==> src/common/tfm_defines.svh <==
`ifndef TFM_DEFINES_SVH
`define TFM_DEFINES_SVH

// ****************************************************************
// register byte offsets
// ****************************************************************
`define TFM_OFF_INTEG_DRIVE   12'hEF0
`define TFM_OFF_INTEG_SAMPLE  12'hEF4
`define TFM_OFF_INTEG_MODE    12'hF00
`define TFM_OFF_CLAIM_SET     12'hFA0
`define TFM_OFF_CLAIM_CLR     12'hFA4
`define TFM_OFF_LOCK_KEY      12'hFB0
`define TFM_OFF_LOCK_STATE    12'hFB4
`define TFM_OFF_SEC_LEVEL     12'hFB8

// ****************************************************************
// widths and field positions
// ****************************************************************
`define TFM_ADDR_W            12
`define TFM_DATA_W            32
`define TFM_BE_W              4
`define TFM_PIN_W             8
`define TFM_CLAIM_W           4
`define TFM_BIT_INTEG_EN      0
`define TFM_BIT_LOCK_PRESENT  0
`define TFM_BIT_LOCK_ENGAGED  1
`define TFM_BIT_KEY_WIDTH     2
`define TFM_BE_LANE0          0

// ****************************************************************
// values
// ****************************************************************
`define TFM_UNLOCK_KEY        32'hC5ACCE55
`define TFM_BE_FULL           4'hF
`define TFM_CLAIM_IMPL        4'hF
`define TFM_KEY_WIDTH_32      1'h0
`define TFM_SEC_LEVEL_VAL     32'h0000_0000
`define TFM_RST_WORD          32'h0000_0000
`define TFM_RST_PINS          8'h00
`define TFM_RST_CLAIM         4'h0
`define TFM_RST_INTEG         1'h0
`define TFM_RST_LOCKED        1'h1
`define TFM_RST_WAIT          1'h1
`define TFM_RST_CLAIM_BIT     1'h0
`define TFM_LOCK_PRESENT      1'h1

`endif

==> src/common/tfm_pkg.sv <==
package tfm_pkg;

  // bus slave handshake states
  typedef enum logic {
    TFM_IDLE,
    TFM_ACK
  } tfm_state_t;

  // decoded register select
  typedef enum logic [3:0] {
    TFM_SEL_NONE,
    TFM_SEL_INTEG_DRIVE,
    TFM_SEL_INTEG_SAMPLE,
    TFM_SEL_INTEG_MODE,
    TFM_SEL_CLAIM_SET,
    TFM_SEL_CLAIM_CLR,
    TFM_SEL_LOCK_KEY,
    TFM_SEL_LOCK_STATE,
    TFM_SEL_SEC_LEVEL
  } tfm_sel_t;

endpackage

==> src/rtl/tfm_lock_ctrl.sv <==
`timescale 1ns/1ps
`include "tfm_defines.svh"

module tfm_lock_ctrl (
  input  wire logic                   core_clk,
  input  wire logic                   resetn,
  input  wire logic                   keyWrite,
  input  wire logic [`TFM_DATA_W-1:0] keyData,
  input  wire logic [`TFM_BE_W-1:0]   keyLanes,
  output logic                        lockEngaged_q
);

  logic keyMatch;

  // ****************************************************************
  // key compare
  // ****************************************************************
  // a partial-word write can never carry the whole key, so it locks
  assign keyMatch = (keyData == `TFM_UNLOCK_KEY) && (keyLanes == `TFM_BE_FULL);

  // ****************************************************************
  // lock state
  // ****************************************************************
  // starts engaged so stray on-chip writes after reset are refused
  always_ff @(posedge core_clk or negedge resetn) begin
    if (!resetn) begin
      lockEngaged_q <= `TFM_RST_LOCKED;
    end else if (keyWrite) begin
      lockEngaged_q <= !keyMatch;
    end
  end
endmodule

==> src/rtl/tfm_mgmt_regs.sv <==
// Our own choices: the Avalon-MM register port and the register addresses.
`timescale 1ns/1ps
`include "tfm_defines.svh"

module tfm_mgmt_regs (
  input  wire logic                   core_clk,
  input  wire logic                   resetn,
  input  wire logic [`TFM_ADDR_W-1:0] address,
  input  wire logic                   read,
  input  wire logic                   write,
  input  wire logic [`TFM_DATA_W-1:0] writedata,
  input  wire logic [`TFM_BE_W-1:0]   byteenable,
  input  wire logic                   fromDebugger,
  input  wire logic [`TFM_PIN_W-1:0]  funcOutputs,
  input  wire logic [`TFM_PIN_W-1:0]  componentInputs,
  output logic [`TFM_DATA_W-1:0]      readdata,
  output logic                        waitrequest,
  output logic                        integrationModeOn,
  output logic [`TFM_PIN_W-1:0]       componentOutputs
);

  // ****************************************************************
  // declarations
  // ****************************************************************
  tfm_pkg::tfm_state_t          state_q;
  tfm_pkg::tfm_state_t          state_d;
  tfm_pkg::tfm_sel_t            sel;
  logic                         waitReq_q;
  logic [`TFM_DATA_W-1:0]       readData_q;
  logic [`TFM_DATA_W-1:0]       readData_d;
  logic                         integMode_q;
  logic [`TFM_PIN_W-1:0]        integDrive_q;
  logic [`TFM_PIN_W-1:0]        pinsOut_q;
  logic [`TFM_PIN_W-1:0]        pinsOut_d;
  logic [`TFM_CLAIM_W-1:0]      claim_q;
  logic                         lockEngaged;
  logic                         reqSeen;
  logic                         wrCommit;
  logic                         wrAllowed;
  logic                         wrLane0;
  logic                         keyWrite;
  logic [`TFM_DATA_W-1:0]       lockReport;

  // ****************************************************************
  // address decode
  // ****************************************************************
  // one decoder serves both the read mux and the write strobes
  function automatic tfm_pkg::tfm_sel_t decodeSel(input logic [`TFM_ADDR_W-1:0] a);
    tfm_pkg::tfm_sel_t s;
    s = tfm_pkg::TFM_SEL_NONE;
    unique case (a)
      `TFM_OFF_INTEG_DRIVE:  s = tfm_pkg::TFM_SEL_INTEG_DRIVE;
      `TFM_OFF_INTEG_SAMPLE: s = tfm_pkg::TFM_SEL_INTEG_SAMPLE;
      `TFM_OFF_INTEG_MODE:   s = tfm_pkg::TFM_SEL_INTEG_MODE;
      `TFM_OFF_CLAIM_SET:    s = tfm_pkg::TFM_SEL_CLAIM_SET;
      `TFM_OFF_CLAIM_CLR:    s = tfm_pkg::TFM_SEL_CLAIM_CLR;
      `TFM_OFF_LOCK_KEY:     s = tfm_pkg::TFM_SEL_LOCK_KEY;
      `TFM_OFF_LOCK_STATE:   s = tfm_pkg::TFM_SEL_LOCK_STATE;
      `TFM_OFF_SEC_LEVEL:    s = tfm_pkg::TFM_SEL_SEC_LEVEL;
      default:               s = tfm_pkg::TFM_SEL_NONE;
    endcase
    return s;
  endfunction

  assign sel = decodeSel(address);

  // ****************************************************************
  // bus handshake
  // ****************************************************************
  // each access costs one wait cycle: the request is seen in idle,
  // answered with waitrequest low in the next cycle, then released
  assign reqSeen = (state_q == tfm_pkg::TFM_IDLE) && (read || write);

  always_comb begin
    state_d = state_q;
    unique case (state_q)
      tfm_pkg::TFM_IDLE: begin
        if (read || write) begin
          state_d = tfm_pkg::TFM_ACK;
        end
      end
      tfm_pkg::TFM_ACK: begin
        state_d = tfm_pkg::TFM_IDLE;
      end
    endcase
  end

  // handshake state
  always_ff @(posedge core_clk or negedge resetn) begin
    if (!resetn) begin
      state_q <= tfm_pkg::TFM_IDLE;
    end else begin
      state_q <= state_d;
    end
  end

  // waitrequest is high at rest so a new request always stalls first
  always_ff @(posedge core_clk or negedge resetn) begin
    if (!resetn) begin
      waitReq_q <= `TFM_RST_WAIT;
    end else begin
      waitReq_q <= !reqSeen;
    end
  end

  assign waitrequest = waitReq_q;

  // ****************************************************************
  // write qualification
  // ****************************************************************
  // writes land on the edge where the master sees waitrequest low
  assign wrCommit  = (state_q == tfm_pkg::TFM_ACK) && write;
  assign wrAllowed = fromDebugger || !lockEngaged
                     || (sel == tfm_pkg::TFM_SEL_LOCK_KEY);
  assign wrLane0   = wrCommit && wrAllowed && byteenable[`TFM_BE_LANE0];
  // the debugger sees no lock, so its key writes are dropped
  assign keyWrite  = wrCommit && !fromDebugger
                     && (sel == tfm_pkg::TFM_SEL_LOCK_KEY);

  // ****************************************************************
  // software lock
  // ****************************************************************
  tfm_lock_ctrl tfm_lock_ctrl_inst (
    .core_clk      (core_clk),
    .resetn        (resetn),
    .keyWrite      (keyWrite),
    .keyData       (writedata),
    .keyLanes      (byteenable),
    .lockEngaged_q (lockEngaged)
  );

  // ****************************************************************
  // integration mode switch
  // ****************************************************************
  // functional mode after reset; only bit 0 is stored
  always_ff @(posedge core_clk or negedge resetn) begin
    if (!resetn) begin
      integMode_q <= `TFM_RST_INTEG;
    end else if (wrLane0 && sel == tfm_pkg::TFM_SEL_INTEG_MODE) begin
      integMode_q <= writedata[`TFM_BIT_INTEG_EN];
    end
  end

  // value software places on the outputs while in integration mode
  always_ff @(posedge core_clk or negedge resetn) begin
    if (!resetn) begin
      integDrive_q <= `TFM_RST_PINS;
    end else if (wrLane0 && sel == tfm_pkg::TFM_SEL_INTEG_DRIVE) begin
      integDrive_q <= writedata[`TFM_PIN_W-1:0];
    end
  end

  // ****************************************************************
  // output pins
  // ****************************************************************
  // integration mode takes the outputs away from the functional path;
  // the functional value is lost until the switch is cleared
  genvar gp;
  generate
    for (gp = 0; gp < `TFM_PIN_W; gp++) begin : g_pin
      assign pinsOut_d[gp] = integMode_q ? integDrive_q[gp] : funcOutputs[gp];
    end
  endgenerate

  always_ff @(posedge core_clk or negedge resetn) begin
    if (!resetn) begin
      pinsOut_q <= `TFM_RST_PINS;
    end else begin
      pinsOut_q <= pinsOut_d;
    end
  end

  assign componentOutputs  = pinsOut_q;
  assign integrationModeOn = integMode_q;

  // ****************************************************************
  // claim tag
  // ****************************************************************
  // the tag is stored only; nothing but the read mux (claim clear view) reads it
  genvar gc;
  generate
    for (gc = 0; gc < `TFM_CLAIM_W; gc++) begin : g_claim
      always_ff @(posedge core_clk or negedge resetn) begin
        if (!resetn) begin
          claim_q[gc] <= `TFM_RST_CLAIM_BIT;
        end else if (wrLane0 && sel == tfm_pkg::TFM_SEL_CLAIM_SET && writedata[gc]) begin
          claim_q[gc] <= 1'h1;
        end else if (wrLane0 && sel == tfm_pkg::TFM_SEL_CLAIM_CLR && writedata[gc]) begin
          claim_q[gc] <= 1'h0;
        end
      end
    end
  endgenerate

  // ****************************************************************
  // read mux
  // ****************************************************************
  // the lock report depends on which interface asks
  assign lockReport = fromDebugger ? `TFM_RST_WORD
                    : {{(`TFM_DATA_W-3){1'b0}}, `TFM_KEY_WIDTH_32, lockEngaged,
                       `TFM_LOCK_PRESENT};

  // reads are never gated by the lock; unmapped words read zero
  always_comb begin
    readData_d = `TFM_RST_WORD;
    unique case (sel)
      tfm_pkg::TFM_SEL_INTEG_DRIVE:  readData_d[`TFM_PIN_W-1:0] = integDrive_q;
      tfm_pkg::TFM_SEL_INTEG_SAMPLE: readData_d[`TFM_PIN_W-1:0] = componentInputs;
      tfm_pkg::TFM_SEL_INTEG_MODE:   readData_d[`TFM_BIT_INTEG_EN] = integMode_q;
      tfm_pkg::TFM_SEL_CLAIM_SET:    readData_d[`TFM_CLAIM_W-1:0] = `TFM_CLAIM_IMPL;
      tfm_pkg::TFM_SEL_CLAIM_CLR:    readData_d[`TFM_CLAIM_W-1:0] = claim_q;
      tfm_pkg::TFM_SEL_LOCK_KEY:     readData_d = `TFM_RST_WORD;
      tfm_pkg::TFM_SEL_LOCK_STATE:   readData_d = lockReport;
      tfm_pkg::TFM_SEL_SEC_LEVEL:    readData_d = `TFM_SEC_LEVEL_VAL;
      tfm_pkg::TFM_SEL_NONE:         readData_d = `TFM_RST_WORD;
    endcase
  end

  // read data is captured as the request is seen and held until next read
  always_ff @(posedge core_clk or negedge resetn) begin
    if (!resetn) begin
      readData_q <= `TFM_RST_WORD;
    end else if (reqSeen && read) begin
      readData_q <= readData_d;
    end
  end

  assign readdata = readData_q;
endmodule

==> config.mk <==
export PLATFORM = sky130hd
export DESIGN_NAME = tfm_mgmt_regs
export DESIGN_NICKNAME = d
export VERILOG_FILES = /design/src/common/tfm_pkg.sv /design/src/rtl/tfm_lock_ctrl.sv /design/src/rtl/tfm_mgmt_regs.sv
export VERILOG_INCLUDE_DIRS = /design/src /design/src/common
export SDC_FILE = /design/constraint.sdc
export NUM_CORES = 1
export LEC_CHECK = 0
export ABC_CLOCK_PERIOD_IN_PS = 2700
export BUFFER_PORTS_ARGS = -buffer_cell sky130_fd_sc_hd__buf_4
export CAP_MARGIN = 10
export CORE_ASPECT_RATIO = 1.1
export CORE_MARGIN = 2
export CORE_UTILIZATION = 45
export DETAILED_ROUTE_END_ITERATION = 12
export PLACE_DENSITY = 0.82
export SLEW_MARGIN = 30
export SYNTH_ARGS = -nofsm -noshare
export SYNTH_HDL_FRONTEND = slang
export SYNTH_HIERARCHICAL = 1
export SYNTH_SLANG_ARGS = --single-unit
==> constraint.sdc <==
create_clock -name core_clk -period 2.7 [get_ports core_clk]
set_input_delay 0.135 -clock core_clk [delete_from_list [all_inputs] [get_ports core_clk]]
set_output_delay 0.135 -clock core_clk [all_outputs]
set_load 0.02 [all_outputs]
=== Yosys cells after proc, flatten, opt, wreduce, memory -nomap -nowiden ===
Cells that the tools add are included.

* Bits in registers: 56
* Output and inout bits: 42
* Logic and storage cells: 86

* Equality and inequality tests: 18
* Multiplexer cells: 23
* Bitwise operators: 1
* Reduce and logical (&&, ||, !) cells: 33

{| class="wikitable"
|+ Operator list
! cell !! number
|-
| 12-bit equality test, second input constant || 8
|-
| 32-bit equality test, second input constant || 1
|-
| 4-bit case mux with 8 select lines || 1
|-
| 1-bit logical AND || 20
|-
| 1-bit two-way mux || 17
|-
| 4-bit by 3-bit equality test with 1-bit output, second input constant || 4
|-
| 3-bit case mux with 5 select lines || 1
|-
| 4-bit case mux with 3 select lines || 1
|-
| 4-bit by 2-bit equality test with 1-bit output, second input constant || 2
|-
| 4-bit equality test, second input constant || 2
|-
| 2-bit nonzero test || 4
|-
| 1-bit case mux with 7 select lines || 1
|-
| 4-bit by 1-bit equality test with 1-bit output, second input constant || 1
|-
| 1-bit logical NOT || 4
|-
| 4-bit logical NOT || 1
|-
| 1-bit logical OR || 3
|-
| 3-bit OR reduction || 1
|-
| 2-bit two-way mux || 1
|-
| 1-bit case mux with 2 select lines || 1
|-
| 1-bit NOT || 1
|}

=== Logic depth before layout (Yosys ltp) ===
* Depth in word-level cells: 10
* Depth in mapped cells: 7
* Gate-level depth less buffers: 6

=== Cells and area by module ===
Netlist, hierarchy kept.

{| class="wikitable"
|+ Modules (own cells, without submodules)
! module !! times used !! cells an instance !! area an instance (sq um)
|-
| tfm_mgmt_regs || 1 || 160 || 1,766.7
|-
| tfm_lock_ctrl || 1 || 16 || 170.2
|}

=== Worst setup path after synthesis ===
Ideal clock, no wire load.

* Kind: in2reg
* From: in address[0]
* To: reg integDrive_q[0]
* Library setup time: 0.125 ns
* Data arrival time: 1.586 ns
* Required time: 2.575 ns
* Setup slack: 0.989 ns
* Cell stages on the path: 6
* Cell sequence: and4bb_2 > and2_4 > nand2_4 > or4b_4 > buf_6 > mux2_4

* Word-level cells in the longest chain between the ends: 7
* Elaborated cells on any way between the ends: 15
* Classes of those cells: 10 x eq/ne; 1 x mux; 4 x reduce/logical

{| class="wikitable"
|+ RTL lines
! element !! RTL line !! text
|-
| start, declared || tfm_mgmt_regs.sv:8 || <nowiki>input wire logic [`TFM_ADDR_W-1:0] address,</nowiki>
|-
| 12-bit equality test || tfm_mgmt_regs.sv:51 || <nowiki>unique case (a)</nowiki>
|-
| 4-bit case mux with 8 select lines * || tfm_mgmt_regs.sv:51 ||
|-
| 4-bit by 3-bit equality test with 1-bit output || tfm_mgmt_regs.sv:114 || <nowiki>|| (sel == tfm_pkg::TFM_SEL_LOCK_KEY);</nowiki>
|-
| 1-bit logical OR || tfm_mgmt_regs.sv:114 ||
|-
| 1-bit logical AND (2 in a row) || tfm_mgmt_regs.sv:115 || <nowiki>assign wrLane0 = wrCommit && wrAllowed && byteenable[`TFM_BE_LANE0];</nowiki>
|-
| 1-bit logical AND * || tfm_mgmt_regs.sv:148 || <nowiki>end else if (wrLane0 && sel == tfm_pkg::TFM_SEL_INTEG_DRIVE) begin</nowiki>
|-
| end signal, assigned || tfm_mgmt_regs.sv:147 || <nowiki>integDrive_q <= `TFM_RST_PINS;</nowiki>
|-
| end signal, assigned || tfm_mgmt_regs.sv:149 || <nowiki>integDrive_q <= writedata[`TFM_PIN_W-1:0];</nowiki>
|-
| end, declared || tfm_mgmt_regs.sv:32 || <nowiki>logic [`TFM_PIN_W-1:0] integDrive_q;</nowiki>
|}

Every way passes the cells marked *; elsewhere a longest branch is shown, timed or not.
A chain may end at the register's enable or synchronous reset.

=== Final worst setup path ===
* From: reg tfm_lock_ctrl_inst.lockEngaged_q
* To: reg claim_q[3]

* Word-level cells in the longest chain between the ends: 8
* Elaborated cells on any way between the ends: 11
* Classes of those cells: 1 x mux; 10 x reduce/logical

{| class="wikitable"
|+ RTL lines
! element !! RTL line !! text
|-
| start, declared || tfm_lock_ctrl.sv:10 || <nowiki>output logic lockEngaged_q</nowiki>
|-
| start signal, assigned || tfm_lock_ctrl.sv:27 || <nowiki>lockEngaged_q <= `TFM_RST_LOCKED;</nowiki>
|-
| start signal, assigned || tfm_lock_ctrl.sv:29 || <nowiki>lockEngaged_q <= !keyMatch;</nowiki>
|-
| 1-bit logical NOT * || tfm_mgmt_regs.sv:113 || <nowiki>assign wrAllowed = fromDebugger || !lockEngaged</nowiki>
|-
| 1-bit logical OR * || tfm_mgmt_regs.sv:113 ||
|-
| 1-bit logical OR * || tfm_mgmt_regs.sv:114 ||
|-
| 1-bit logical AND * (2 in a row) || tfm_mgmt_regs.sv:115 ||
|-
| 1-bit logical AND, on equally long branches (2 in a row) || tfm_mgmt_regs.sv:186, tfm_mgmt_regs.sv:188 ||
|-
| 1-bit two-way mux or 2-bit nonzero test (tied branches) || -- ||
|-
| end signal, assigned by index || tfm_mgmt_regs.sv:185 || <nowiki>claim_q[gc] <= `TFM_RST_CLAIM_BIT;</nowiki>
|-
| end, declared || tfm_mgmt_regs.sv:35 || <nowiki>logic [`TFM_CLAIM_W-1:0] claim_q;</nowiki>
|}

Marks and branches as above.

==> results.py <==
metrics = {
    "run_status": {
        "status": "finished, final reports clean",
    },
    "route": {
        "vias": 1603,
        "wl_um": 4300,
        "drt-pass1-iter-count": 4,
        "route.detailed.drc": 0,
        "wire_per_inst_um": 13.5,
        "drtIter0Drc": 61,
        "ant_nets": 0,
        "vias_per_cell": 5.03,
    },
    "timing": {
        "min_period_over_period": 0.622,
        "finalSetupTns_ns": 0,
        "post-route-min-period_ns": 1.68,
        "worst_clock_skew_ns": 0.00656,
        "setup_viol": 0,
        "slew_violations": 0,
        "final-hold-violation-count": 0,
        "rsz0062_at_grt": "no",
        "fmax_ghz": 0.595,
    },
    "synth": {
        "ys_warn_count": 6,
        "synth_edf_count": 0,
        "synth_xor_area_frac": 0,
        "synth_compound_area_frac": 0.0814,
        "netlist_area_um2": 1940,
        "synth_area_leaders": "dfrtp_1 (39%), buf_4 (9.3%), mux2_2 (8.1%), mux2_4 (6.2%), nand2_1 (3.3%)",
        "synth_top_area_cell": "dfrtp_1",
        "async_flop_share": 1.00,
        "ys_types": 50,
        "synthTopCellsByCount": "dfrtp_1 (30), buf_4 (24), nand2_1 (17)",
        "syn_inst": 176,
        "synthAdderAreaFrac": 0,
        "yosys.area_share.simple": 0.216,
        "synth-main-ff-cell": "dfrtp_1",
        "synth_most_common_cell": "dfrtp_1",
        "synth_top_family_by_area": "simple AND/OR/NAND/NOR gates",
        "ys_seq_elements": 32,
        "avgSynthCellArea_um2": 11.0,
        "synth_mux_area_frac": 0.169,
        "yosysSeqAreaShare": 0.415,
        "yosysTopAreaCellShare": 0.388,
    },
    "pwr": {
        "p_leak_nw": 1.33,
        "comb_power_share": 0.177,
        "power_density_nw_per_um2": 438,
        "p_int_mw": 0.870,
        "p_clk_frac": 0.393,
        "vdd_drop_max_mv": 0.180,
        "p_sw_mw": 0.290,
        "p_seq_frac": 0.430,
        "p_sw_frac": 0.250,
    },
    "global_routing": {
        "grt_pass1_wl_um": 6840,
        "grt_overflow_total": 0,
        "track_usage": 0.189,
        "grt_max_degree": 33,
        "first_global_vias": 1545,
        "antenna_found_initial": 0,
    },
    "critical_path": {
        "crit_type": "register to register",
        "critPathTopFamily": "simple AND/OR/NAND/NOR gates",
        "crit_chain": "nor2b_1, and4b_2, nand2_1, mux2_2",
        "worst_path_max_delay_cell": "dfstp_2",
        "critPathLaunchType": "register",
        "path_buf_inv": 0,
        "worst-path-max-fanout": 5,
        "r2r_setup_slack_ns": 1.02,
        "crit_arrival_ns": 1.85,
        "crit_path_end_kind": "register",
        "cp_slowest_stage_delay_ns": 0.53,
        "crit_required_ns": 2.87,
    },
    "clock_tree": {
        "ctsResizeCount": 0,
        "cts.htree.levels": 2,
        "cts_tree": "yes",
        "cts.reportedPaths.clkPinSlew_ns": 0.07,
        "clockBufferDepth": 2,
        "cts.sinks": 32,
        "numCtsBuffers": 5,
        "post_cts_buffers": 0,
        "clk_latency_ns": 0.29,
        "root_buffer": "clkbuf_8",
        "cts_hold_buffers": 1,
    },
    "layout": {
        "fin_area_um2": 2650,
        "final_layout_size_suffix_gt1_frac": 0.498,
        "nets": 333,
        "area_growth_pct": 36.9,
        "diodes": 0,
    },
    "placement": {
        "place_congestion": 0.889,
        "placed_area_um2": 2530,
        "numPortBuffers": 86,
        "dpl.hpwl_um": 3490,
    },
    "floorplanning": {
        "ios": 111,
        "coreArea_um2": 4220,
        "start_util": 0.459,
        "die_y_um": 72.8,
        "die_w_um": 66.6,
        "rows": 25,
        "dieArea_um2": 4850,
    },
    "worst_hold_path": {
        "worst_hold_path_type": "primary input to register",
    },
    "run": {
        "maxCapViolCount": 0,
    },
}
==> routing by layer <==
metal	GRT usage	part of all wire	vias up	routed length, µm
met5	0	0	-	0
met4	0.0884	0.028	0	119
met2	0.307	0.50	83	2150
li1	-	-	764	-
met3	0.0617	0.083	12	359
met1	0.228	0.39	744	1670
==> path summary, 6_finish.rpt <==
path                            cells past startpoint                              from                   to
worst max-delay path                                4  tfm_lock_ctrl_inst/lockEngaged_q           claim_q[3]
worst min-delay path                                2                    funcOutputs[7]  componentOutputs[7]
worst max register to register                      4  tfm_lock_ctrl_inst/lockEngaged_q           claim_q[3]
worst min register to register                      2                       readdata[4]          readdata[4]
max in group asynchronous                           2                            resetn          waitrequest
min in group asynchronous                           2                            resetn          readdata[0]
==> worst register-to-register path, delay by kind of cell (launching register included) <==
family	cells	cell delay, ns
DFF	1	0.53
muxes	1	0.33
and+or+nand+nor	3	0.71
==> cells by family (layout without fill, tap and decap cells) <==
kind of cell    Yosys count  count (layout)
simple gates             59              59
buf+inv                  33              99
flops                    32              32
mux                      27              27
compound gates           24              24
other cells               1              24
==> sequential cells by signal, indices dropped and copies added (netlist names) <==
| name | cells |
|---|---|
| componentOutputs | 8 |
| integDrive_q | 8 |
| readdata | 8 |
| claim_q | 4 |
| integrationModeOn | 1 |
| state_q | 1 |
| tfm_lock_ctrl_inst/lockEngaged_q | 1 |
| waitrequest | 1 |
==> stage by stage <==
stage | std cells | power, mW | hold slack (ns) | setup slack [ns] | utilization
after global placement | 310 | 0.711 | 0.0887 | 0.846 | 0.599
after global routing | 319 | 1.21 | 0.0599 | 0.940 | 0.628
after floorplan | 199 | 0.623 | -0.161 | 0.989 | -
after CTS | 319 | 1.17 | 0.0596 | 1.03 | 0.628
after detailed placement | 310 | 0.714 | 0.0939 | 0.811 | 0.599
final | 319 | 1.16 | 0.0693 | 1.02 | 0.628
==> layout make-up <==
cell class                      instances  area, µm²
Clock buffer                            5       68.8
Clock inverter                          3       42.5
Fill cell                             375       1570
Inverter                                3       11.3
Multi-Input combinational cell        134        995
Sequential cell                        32        803
Tap cell                               54       67.6
Timing Repair Buffer                   88        663
==> cells in the final DEF (no fill, tap or decap), types with 4 or more instances in the layout <==
master	n
buf_4	87
dfrtp_1	30
conb_1	24
nand2_1	17
mux2_2	14
o21ai_0	9
mux2_4	8
mux2i_1	5
clkbuf_8	5
nor2b_1	4
nor2_1	4
a21oi_1	4
nor4bb_1	4
==> power by group through the flow <==
| stage | Sequential (mW) | Combinational [mW] | Clock (mW) |
|---|---|---|---|
| floorplan | 0.521 | 0.102 | 0 |
| global placement | 0.508 | 0.203 | 0 |
| detailed placement | 0.508 | 0.206 | 0 |
| CTS | 0.499 | 0.208 | 0.466 |
| global route | 0.500 | 0.225 | 0.486 |
| finish | 0.499 | 0.206 | 0.456 |
(Power assumes the default switching activity.)
